<file path="src/logic/audio_routing_map.vh">
// register offsets, field positions and reset values of the routing control register
`ifndef AUDIO_ROUTING_MAP_VH
`define AUDIO_ROUTING_MAP_VH
`define ADDR_W 8
`define DATA_W 16
`define ROUTE_PAGE 2'h2
`define ROUTE_OFFSET 8'h21
`define B_FIRST_LSK 15
`define B_SIDETONE_LSK 14
`define B_BUZZER_LSK 13
`define B_KEYCLICK_LSK 12
`define B_CELLIN_LSK 11
`define B_MIC_CPO 10
`define B_FIRST_CPO 9
`define B_SECOND_CPO 8
`define B_LSK_MUTE 7
`define B_CPO_MUTE 6
`define B_LSK_SCP_OFF 5
`define B_VIRTUAL_GROUND_DRIVER_SCP_OFF 4
`define B_HS_COUPLING 3
`define ROUTE_WR_MASK 16'hfff8
`define ROUTE_RESET 16'h00e0
`define FIRST_SEL_W 6
`define SECOND_SEL_W 6
`endif

</file>
<file path="src/logic/audio_output_routing_control.v">
// routing, mute and protection control register for the loudspeaker and cell output
`default_nettype none
`include "audio_routing_map.vh"

////////////////////////////////////////////////////////////////////////////////
// Behaviour
// RULE_01 - first-path-to-loudspeaker bit copies first speaker path sources to the loudspeaker
// RULE_02 - software sets that bit only with speaker drivers powered down
// RULE_03 - sidetone to loudspeaker bit, reset zero
// RULE_04 - buzzer gain output to loudspeaker bit, reset zero
// RULE_05 - keyclick to loudspeaker bit, reset zero
// RULE_06 - cell input to loudspeaker bit, reset zero
// RULE_07 - selected microphone to cell output bit, reset zero
// RULE_08 - first path sources except cell input also reach cell output
// RULE_09 - single-ended only: second path sources also reach cell output
// RULE_10 - software ignores second-path-to-cell bit while first path goes to loudspeaker
// RULE_11 - loudspeaker mute, resets to muted
// RULE_12 - cell output mute, resets to muted
// RULE_13 - loudspeaker short protection off bit, resets to one
// RULE_14 - virtual ground short protection off bit, resets zero
// RULE_15 - headset coupling select: zero cap-less, one capacitor-coupled
// RULE_16 - low three bits reserved, read as zero, writes ignored
// RULE_17 - register sits at offset 0x21 of control page 2
// RULE_18 - differential select chooses single-ended or differential speaker drive
// RULE_19 - reset loads field defaults; writes touch writable bits; reads show all
module audio_output_routing_control (
    // clock and reset
    input wire clock,
    input wire rst,
    // register port
    input wire [1:0] page,
    input wire [`ADDR_W-1:0] addr,
    input wire [`DATA_W-1:0] wdata,
    input wire wr,
    input wire rd,
    output reg [`DATA_W-1:0] rdata,
    // companion register fields and mode
    input wire differential_output_select,
    input wire [`FIRST_SEL_W-1:0] first_path_select,
    input wire [`SECOND_SEL_W-1:0] second_path_select,
    // analog steering outputs
    output reg sidetone_to_loudspeaker,
    output reg buzzer_to_loudspeaker,
    output reg keyclick_to_loudspeaker,
    output reg cell_input_to_loudspeaker,
    output reg [`FIRST_SEL_W-1:0] first_path_to_loudspeaker,
    output reg microphone_to_cell_output,
    output reg [`FIRST_SEL_W-1:0] first_path_to_cell_output,
    output reg [`SECOND_SEL_W-1:0] second_path_to_cell_output,
    output reg loudspeaker_mute,
    output reg cell_output_mute,
    output reg loudspeaker_short_protect_off,
    output reg virtual_ground_short_protect_off,
    output reg headset_coupling_select,
    output reg first_speaker_differential
);

    ////////////////////////////////////////////////////////////////////////////
    // named constants of the register word
    localparam [`DATA_W-1:0] RESET_WORD = `ROUTE_RESET;
    localparam [`DATA_W-1:0] WRITE_MASK = `ROUTE_WR_MASK;
    localparam [`DATA_W-1:0] READ_IDLE = {`DATA_W{1'b0}};
    localparam [`FIRST_SEL_W-1:0] FIRST_NONE = {`FIRST_SEL_W{1'b0}};
    localparam [`SECOND_SEL_W-1:0] SECOND_NONE = {`SECOND_SEL_W{1'b0}};

    // stored register word and its next value
    reg [`DATA_W-1:0] ctrl_q;
    wire [`DATA_W-1:0] ctrl_d;

    // bus decode
    wire hit;
    wire write_hit;
    wire read_hit;

    // single-bit fields of the stored word
    wire first_lsk_en;
    wire sidetone_lsk_en;
    wire buzzer_lsk_en;
    wire keyclick_lsk_en;
    wire cellin_lsk_en;
    wire mic_cpo_en;
    wire first_cpo_en;
    wire second_cpo_en;
    wire lsk_mute_bit;
    wire cpo_mute_bit;
    wire lsk_scp_off_bit;
    wire virtual_ground_driver_scp_off_bit;
    wire hs_coupling_bit;

    // next values of the multi-bit steering outputs
    wire [`FIRST_SEL_W-1:0] first_no_cell;
    wire [`FIRST_SEL_W-1:0] first_lsk_d;
    wire [`FIRST_SEL_W-1:0] first_cpo_d;
    wire second_cpo_allowed;
    wire [`SECOND_SEL_W-1:0] second_cpo_d;

    ////////////////////////////////////////////////////////////////////////////
    // bus decode: only the routing page and offset answer
    assign hit = (page == `ROUTE_PAGE) && (addr == `ROUTE_OFFSET); // [RULE_17]
    assign write_hit = wr && hit;
    assign read_hit = rd && hit;

    // reserved low bits are never stored, so they always read back as zero
    assign ctrl_d = wdata & WRITE_MASK; // [RULE_16] [RULE_19]

    ////////////////////////////////////////////////////////////////////////////
    // register word: reset value, then whatever a hit write carries
    always @(posedge clock) begin
        if (rst) begin
            ctrl_q <= RESET_WORD; // [RULE_11] [RULE_12] [RULE_13] [RULE_19]
        end else if (write_hit) begin
            ctrl_q <= ctrl_d;
        end
    end

    // read data one cycle after the strobe, zero otherwise
    always @(posedge clock) begin
        if (rst) begin
            rdata <= READ_IDLE;
        end else if (read_hit) begin
            rdata <= ctrl_q; // [RULE_19]
        end else begin
            rdata <= READ_IDLE;
        end
    end

    ////////////////////////////////////////////////////////////////////////////
    // loudspeaker source fields
    assign first_lsk_en = ctrl_q[`B_FIRST_LSK];
    assign sidetone_lsk_en = ctrl_q[`B_SIDETONE_LSK];
    assign buzzer_lsk_en = ctrl_q[`B_BUZZER_LSK];
    assign keyclick_lsk_en = ctrl_q[`B_KEYCLICK_LSK];
    assign cellin_lsk_en = ctrl_q[`B_CELLIN_LSK];

    // cell output source fields
    assign mic_cpo_en = ctrl_q[`B_MIC_CPO];
    assign first_cpo_en = ctrl_q[`B_FIRST_CPO];
    assign second_cpo_en = ctrl_q[`B_SECOND_CPO];

    // mute fields
    assign lsk_mute_bit = ctrl_q[`B_LSK_MUTE];
    assign cpo_mute_bit = ctrl_q[`B_CPO_MUTE];

    // protection and headset fields
    assign lsk_scp_off_bit = ctrl_q[`B_LSK_SCP_OFF];
    assign virtual_ground_driver_scp_off_bit = ctrl_q[`B_VIRTUAL_GROUND_DRIVER_SCP_OFF];
    assign hs_coupling_bit = ctrl_q[`B_HS_COUPLING];

    ////////////////////////////////////////////////////////////////////////////
    // lowest select bit is the cell input source, dropped for the cell output
    assign first_no_cell = {first_path_select[`FIRST_SEL_W-1:1], 1'b0}; // [RULE_08]
    // first path copy to the loudspeaker; software keeps the drivers down meanwhile
    assign first_lsk_d = first_lsk_en ? first_path_select : FIRST_NONE; // [RULE_01]
    // first path copy to the cell output, valid with the drivers powered down too
    assign first_cpo_d = first_cpo_en ? first_no_cell : FIRST_NONE; // [RULE_08]
    // second path copy only in single-ended mode
    assign second_cpo_allowed = second_cpo_en && !differential_output_select; // [RULE_09]
    assign second_cpo_d = second_cpo_allowed ? second_path_select : SECOND_NONE; // [RULE_09]

    ////////////////////////////////////////////////////////////////////////////
    // loudspeaker pair steering outputs

    // sidetone steering to the loudspeaker pair
    always @(posedge clock) begin
        if (rst) begin
            sidetone_to_loudspeaker <= RESET_WORD[`B_SIDETONE_LSK];
        end else begin
            sidetone_to_loudspeaker <= sidetone_lsk_en; // [RULE_03]
        end
    end

    // buzzer gain output steering to the loudspeaker pair
    always @(posedge clock) begin
        if (rst) begin
            buzzer_to_loudspeaker <= RESET_WORD[`B_BUZZER_LSK];
        end else begin
            buzzer_to_loudspeaker <= buzzer_lsk_en; // [RULE_04]
        end
    end

    // keyclick steering to the loudspeaker pair
    always @(posedge clock) begin
        if (rst) begin
            keyclick_to_loudspeaker <= RESET_WORD[`B_KEYCLICK_LSK];
        end else begin
            keyclick_to_loudspeaker <= keyclick_lsk_en; // [RULE_05]
        end
    end

    // cell input steering to the loudspeaker pair
    always @(posedge clock) begin
        if (rst) begin
            cell_input_to_loudspeaker <= RESET_WORD[`B_CELLIN_LSK];
        end else begin
            cell_input_to_loudspeaker <= cellin_lsk_en; // [RULE_06]
        end
    end

    // first speaker path sources copied to the loudspeaker pair
    always @(posedge clock) begin
        if (rst) begin
            first_path_to_loudspeaker <= FIRST_NONE;
        end else begin
            first_path_to_loudspeaker <= first_lsk_d; // [RULE_01]
        end
    end

    ////////////////////////////////////////////////////////////////////////////
    // cell output steering outputs

    // selected microphone steering to the cell output
    always @(posedge clock) begin
        if (rst) begin
            microphone_to_cell_output <= RESET_WORD[`B_MIC_CPO];
        end else begin
            microphone_to_cell_output <= mic_cpo_en; // [RULE_07]
        end
    end

    // first speaker path sources, cell input excluded, to the cell output
    always @(posedge clock) begin
        if (rst) begin
            first_path_to_cell_output <= FIRST_NONE;
        end else begin
            first_path_to_cell_output <= first_cpo_d; // [RULE_08]
        end
    end

    // second speaker path sources to the cell output
    always @(posedge clock) begin
        if (rst) begin
            second_path_to_cell_output <= SECOND_NONE;
        end else begin
            second_path_to_cell_output <= second_cpo_d; // [RULE_09]
        end
    end

    ////////////////////////////////////////////////////////////////////////////
    // mute outputs

    // loudspeaker mute, muted out of reset
    always @(posedge clock) begin
        if (rst) begin
            loudspeaker_mute <= RESET_WORD[`B_LSK_MUTE]; // [RULE_11]
        end else begin
            loudspeaker_mute <= lsk_mute_bit; // [RULE_11]
        end
    end

    // cell output mute, muted out of reset
    always @(posedge clock) begin
        if (rst) begin
            cell_output_mute <= RESET_WORD[`B_CPO_MUTE]; // [RULE_12]
        end else begin
            cell_output_mute <= cpo_mute_bit; // [RULE_12]
        end
    end

    ////////////////////////////////////////////////////////////////////////////
    // protection, headset and mode outputs

    // loudspeaker short protection disable, disabled out of reset
    always @(posedge clock) begin
        if (rst) begin
            loudspeaker_short_protect_off <= RESET_WORD[`B_LSK_SCP_OFF]; // [RULE_13]
        end else begin
            loudspeaker_short_protect_off <= lsk_scp_off_bit; // [RULE_13]
        end
    end

    // virtual ground short protection disable
    always @(posedge clock) begin
        if (rst) begin
            virtual_ground_short_protect_off <= RESET_WORD[`B_VIRTUAL_GROUND_DRIVER_SCP_OFF];
        end else begin
            virtual_ground_short_protect_off <= virtual_ground_driver_scp_off_bit; // [RULE_14]
        end
    end

    // headset coupling: cap-less when low
    always @(posedge clock) begin
        if (rst) begin
            headset_coupling_select <= RESET_WORD[`B_HS_COUPLING];
        end else begin
            headset_coupling_select <= hs_coupling_bit; // [RULE_15]
        end
    end

    // single-ended or differential speaker drive, following the companion bit
    always @(posedge clock) begin
        if (rst) begin
            first_speaker_differential <= 1'b0;
        end else begin
            first_speaker_differential <= differential_output_select; // [RULE_18]
        end
    end

endmodule // audio_output_routing_control
`default_nettype wire

</file>
<file path="config.mk">
export PLATFORM = sky130hd
export DESIGN_NAME = audio_output_routing_control
export DESIGN_NICKNAME = d
export VERILOG_FILES = /design/src/logic/audio_output_routing_control.v
export VERILOG_INCLUDE_DIRS = /design/src /design/src/logic
export SDC_FILE = /design/constraint.sdc
export NUM_CORES = 1
export LEC_CHECK = 0
export ABC_AREA = 0
export ABC_CLOCK_PERIOD_IN_PS = 1900
export BUFFER_PORTS_ARGS = -buffer_cell sky130_fd_sc_hd__buf_4
export CORE_MARGIN = 2
export CORE_UTILIZATION = 40
export CTS_CLUSTER_SIZE = 8
export DETAILED_ROUTE_END_ITERATION = 16
export GPL_TIMING_DRIVEN = 0
export HOLD_SLACK_MARGIN = 0.15
export PLACE_DENSITY = 0.74
export REMOVE_ABC_BUFFERS = 1
export SLEW_MARGIN = 20
export SYNTH_ARGS = -nofsm -noshare
export SYNTH_HDL_FRONTEND = slang
export SYNTH_SLANG_ARGS = --single-unit
</file>
<file path="constraint.sdc">
create_clock -name clock -period 1.9 [get_ports clock]
set_input_delay 0.38 -clock clock [delete_from_list [all_inputs] [get_ports clock]]
set_output_delay 0.38 -clock clock [all_outputs]
set_load 0.02 [all_outputs]
</file>
==> results by stage <==
STA:
- The tightest hold path in the finished design has a slack of 0.269 ns.
- The post-layout worst setup margin is 0.152 ns.
- For the pin with the worst max-slew slack, the measured transition is 0.596 ns.
- Derived from the worst setup path, the maximum achievable clock frequency is 572 MHz.
- Setup violations remaining at the end of the flow were counted as 0.
- The max-slew violation total from the final report was 0.
- Adding up every negative setup slack in the final design gives 0 ns.
- The shortest clock period the worst path allows after layout is 1.75 ns.
- The hold violation total from the final report is 0.
- In this run the tightest slew margin relative to its limit is 60.0%.
- Setup repair after global routing left no endpoint under its margin.
- Dividing the final minimum period by the clock period gives 92.0%.
- The clock arrives with 0.00583 ns of skew.

Cells and area:
- The number of antenna diodes in the final layout is 0.
- The final standard cell utilization of the core is 61.4%.
- The layout overhead on the synthesized area is 44.5%.
- The ratio of cells with drive above 1 in the final layout is 44.3%.
- For this run, the number of standard cells in the final layout without fillers is 280.
- Summing all flip-flop and latch instances after layout gives 1080 µm².
- The layout net count is 272.
- The layout has 380 filler cells.
- The total area of multi-input combinational cells is 603 µm².

Worst setup path:
- The worst register-to-register path has a setup slack of 0.99 ns.
- In this run the worst setup path begins at addr[4].
- The arrival time at the worst endpoint is 1.94 ns.
- The worst reg2reg path depth is 3.
- The critical path is of the in2reg type.
- The type of destination of the critical path is a flip-flop.
- At the worst endpoint, the required time is 2.10 ns.
- The start of the worst register-to-register path is ctrl_q[8].
- The critical path startpoint category is an input port.
- The maximum fanout encountered on the critical timing path is 8.
- The end of the critical path is ctrl_q[15].
- The worst reg2reg path endpoint is second_path_to_cell_output[4].

Synth:
- Of the synthesized area, sequential elements account for 62.3%.
- A synthesized cell averages 12.0 µm².
- The cell area that synthesis handed to floorplanning was 1740 µm².
- The library cell occupying the most area in the post-synthesis netlist is sky130_fd_sc_hd__dfxtp_1.
- During synthesis, Yosys emitted a total of 0 warnings.
- The unique cell type count in the Yosys netlist is 17.
- The portion of synthesized cell area occupied by the leading cell type is 62.3%.
- The post-synthesis cell count is 145.
- Sorting the synthesized cells by area gives the leading types as sky130_fd_sc_hd__dfxtp_1 (62%), sky130_fd_sc_hd__and2_1 (11%), sky130_fd_sc_hd__nor2b_1 (6.8%).
- The synthesized design contains 54 register bits.

Placed design:
- Timing analysis after detailed placement gives a worst setup slack of -0.632 ns.
- The count of input and output buffers is 80.
- At the end of routability-driven placement, the weighted congestion stood at 0.672.
- After detailed placement, the design holds a cell count of 269.
- The HPWL after detailed placement is 2300 µm.

Route:
- The DRC violations left is 0.
- Dividing the detail-routed wire length by the instance count gives 11.4 µm.
- The first detailed-routing pass took 4 iterations.
- For this block, the initial DRC count from the detailed router was 24.
- The total wire length after detailed routing is 3200 µm.
- In this run the remaining antenna-violating nets after routing total 0.
- The average via count per standard cell is 4.26.
- For this block, the via count after detailed routing is 1,194.

Clocking:
- The maximum root-to-sink buffer count is 2.
- Clock tree synthesis found a total of 54 sinks.
- The cts-stage hold buffer count is 0.
- The clock-pin slew on the worst setup and hold paths is 0.09 ns.
- The H-tree depth reported by CTS is 2.
- TritonCTS built the clock tree.
- Clock tree synthesis inserted a total of 5 buffers.
- Clock latency on the worst-skew pair, taken at its later pin, is 0.30 ns.
- The library cell used as clock root buffer is sky130_fd_sc_hd__clkbuf_8.

Pwr:
- The maximum vdd ir drop is 0.463 mV.
- The areal power density over the cells is 787 nW/µm².
- In this run the static leakage power is 1.16 nW.

GRT:
- The number of global-route vias before repair is 1,177.
- The first global-routing pass estimated 5370 µm of wire.
- The initial antenna violation count is 0.
- The pin count of the biggest net entering global routing is 29.
- Across every metal layer, demand over resource in global routing totals 14.1%.
- Global routing finished with a remaining overflow of 0.

Floorplanning:
- The initial core utilization is 42.5%.
- Measured along the x axis, the die boundary spans 69.9 µm.
- The initialized floorplan defines 23 standard-cell rows.
- The floorplan step defined a core boundary enclosing 4090 µm².
- The die area is 4880 µm².
- The die is 69.9 µm tall.
- The number of top-level pins is 88.

Min path:
- The type of the most critical hold path is in2reg.

Outcome:
- The flow ran to the end, and the final reports show no timing, DRC or antenna violations.

Flow run:
- The number of maximum-capacitance violations is 0.
## metal layers
| layer | wire (µm) | GRT usage (%) | vias up |
|---|---|---|---|
| met5 | 0 | 0 | - |
| met4 | 70 | 7.05 | 0 |
| met3 | 312 | 6.20 | 7 |
| met2 | 1620 | 23.9 | 45 |
| met1 | 1200 | 14.8 | 535 |
| li1 | - | - | 607 |
## logic make-up after synthesis
family                 synth area share (%)
AND/OR/NAND/NOR                        23.9
multiplexers                           9.45
other                                 0.216
buffers and inverters                  4.11
flip-flops                             62.3
## repair_timing
item                                   CTS  global route
buffers inserted                         3             0
setup endpoints to repair               25             0
endpoints found under the hold margin    0             0
gates resized for setup                  1             0
## worst min-delay path by stage
stage	slack [ns]	startpoint	depth (start not counted)	end
after floorplan	0.41	ctrl_q[6]	2	cell_output_mute
after global placement	0.42	ctrl_q[5]	2	loudspeaker_short_protect_off
after detailed placement	0.43	ctrl_q[6]	2	cell_output_mute
after CTS	0.26	second_path_select[5]	2	second_path_to_cell_output[5]
after global routing	0.26	second_path_select[5]	2	second_path_to_cell_output[5]
final	0.27	second_path_select[5]	2	second_path_to_cell_output[5]
## cell usage after synthesis
master	n
sky130_fd_sc_hd__buf_4	4
sky130_fd_sc_hd__conb_1	1
sky130_fd_sc_hd__nor4_2	1
sky130_fd_sc_hd__mux2_4	6
sky130_fd_sc_hd__nor4_4	1
sky130_fd_sc_hd__mux2_2	3
sky130_fd_sc_hd__inv_1	4
sky130_fd_sc_hd__nor2b_1	19
sky130_fd_sc_hd__or4b_4	1
sky130_fd_sc_hd__mux2i_1	4
sky130_fd_sc_hd__clkbuf_1	4
sky130_fd_sc_hd__dfxtp_1	54
sky130_fd_sc_hd__buf_6	1
sky130_fd_sc_hd__nand2b_1	4
sky130_fd_sc_hd__and2_1	30
sky130_fd_sc_hd__nor2_1	7
sky130_fd_sc_hd__or4b_1	1
## stage by stage
step | cell area [µm²] | power, mW
final | 2510 | 1.97
after global routing | 2510 | 2.07
after CTS | 2510 | 2.00
after detailed placement | 2350 | 1.26
after global placement | 2350 | 1.26
after floorplan | 1690 | 1.19
## report_power, final
part / switching (mW) / internal (mW) / total (mW)
Clock: 0.349 / 0.393 / 0.742
Combinational: 0.0362 / 0.0622 / 0.0984
Sequential: 0.000325 / 1.13 / 1.13
## sequential cells by signal, indices dropped and copies added, names as in the netlist
signal                            flops
ctrl_q                               13
virtual_ground_short_protect_off      1
headset_coupling_select               1
loudspeaker_short_protect_off         1
sidetone_to_loudspeaker               1
buzzer_to_loudspeaker                 1
loudspeaker_mute                      1
cell_input_to_loudspeaker             1
first_path_to_cell_output             5
second_path_to_cell_output            6
first_speaker_differential            1
cell_output_mute                      1
first_path_to_loudspeaker             6
rdata                                13
microphone_to_cell_output             1
keyclick_to_loudspeaker               1
## cell type report
cell class              instances  area share, %
repair buffers                 83           25.3
clock buffers                   6           2.89
clock inverters                 2           1.50
multi-input cells              81           24.1
flip-flops and latches         54           43.1
inverters                       4          0.599
well taps                      50           2.50
## layout by cell type, fill, tap and decap left out
cell / count
sky130_fd_sc_hd__bufinv_16: 1
sky130_fd_sc_hd__buf_4: 82
sky130_fd_sc_hd__nor2b_1: 19
sky130_fd_sc_hd__nor2_1: 7
sky130_fd_sc_hd__buf_12: 1
sky130_fd_sc_hd__nor4_4: 2
sky130_fd_sc_hd__clkbuf_1: 1
sky130_fd_sc_hd__or4b_1: 1
sky130_fd_sc_hd__dfxtp_1: 54
sky130_fd_sc_hd__clkinvlp_4: 1
sky130_fd_sc_hd__mux2i_1: 4
sky130_fd_sc_hd__and2_1: 30
sky130_fd_sc_hd__mux2_4: 6
sky130_fd_sc_hd__mux2_2: 3
sky130_fd_sc_hd__inv_1: 4
sky130_fd_sc_hd__conb_1: 4
sky130_fd_sc_hd__nand2b_1: 4
sky130_fd_sc_hd__or4b_4: 1
sky130_fd_sc_hd__clkbuf_8: 5
## critical path, stage by stage
cell,delay (ns)
sky130_fd_sc_hd__buf_4,0.11
sky130_fd_sc_hd__or4b_4,0.57
sky130_fd_sc_hd__nor4_4,0.38
sky130_fd_sc_hd__buf_12,0.18
sky130_fd_sc_hd__mux2_2,0.33
No activity file was read; power rests on OpenSTA's default activity.
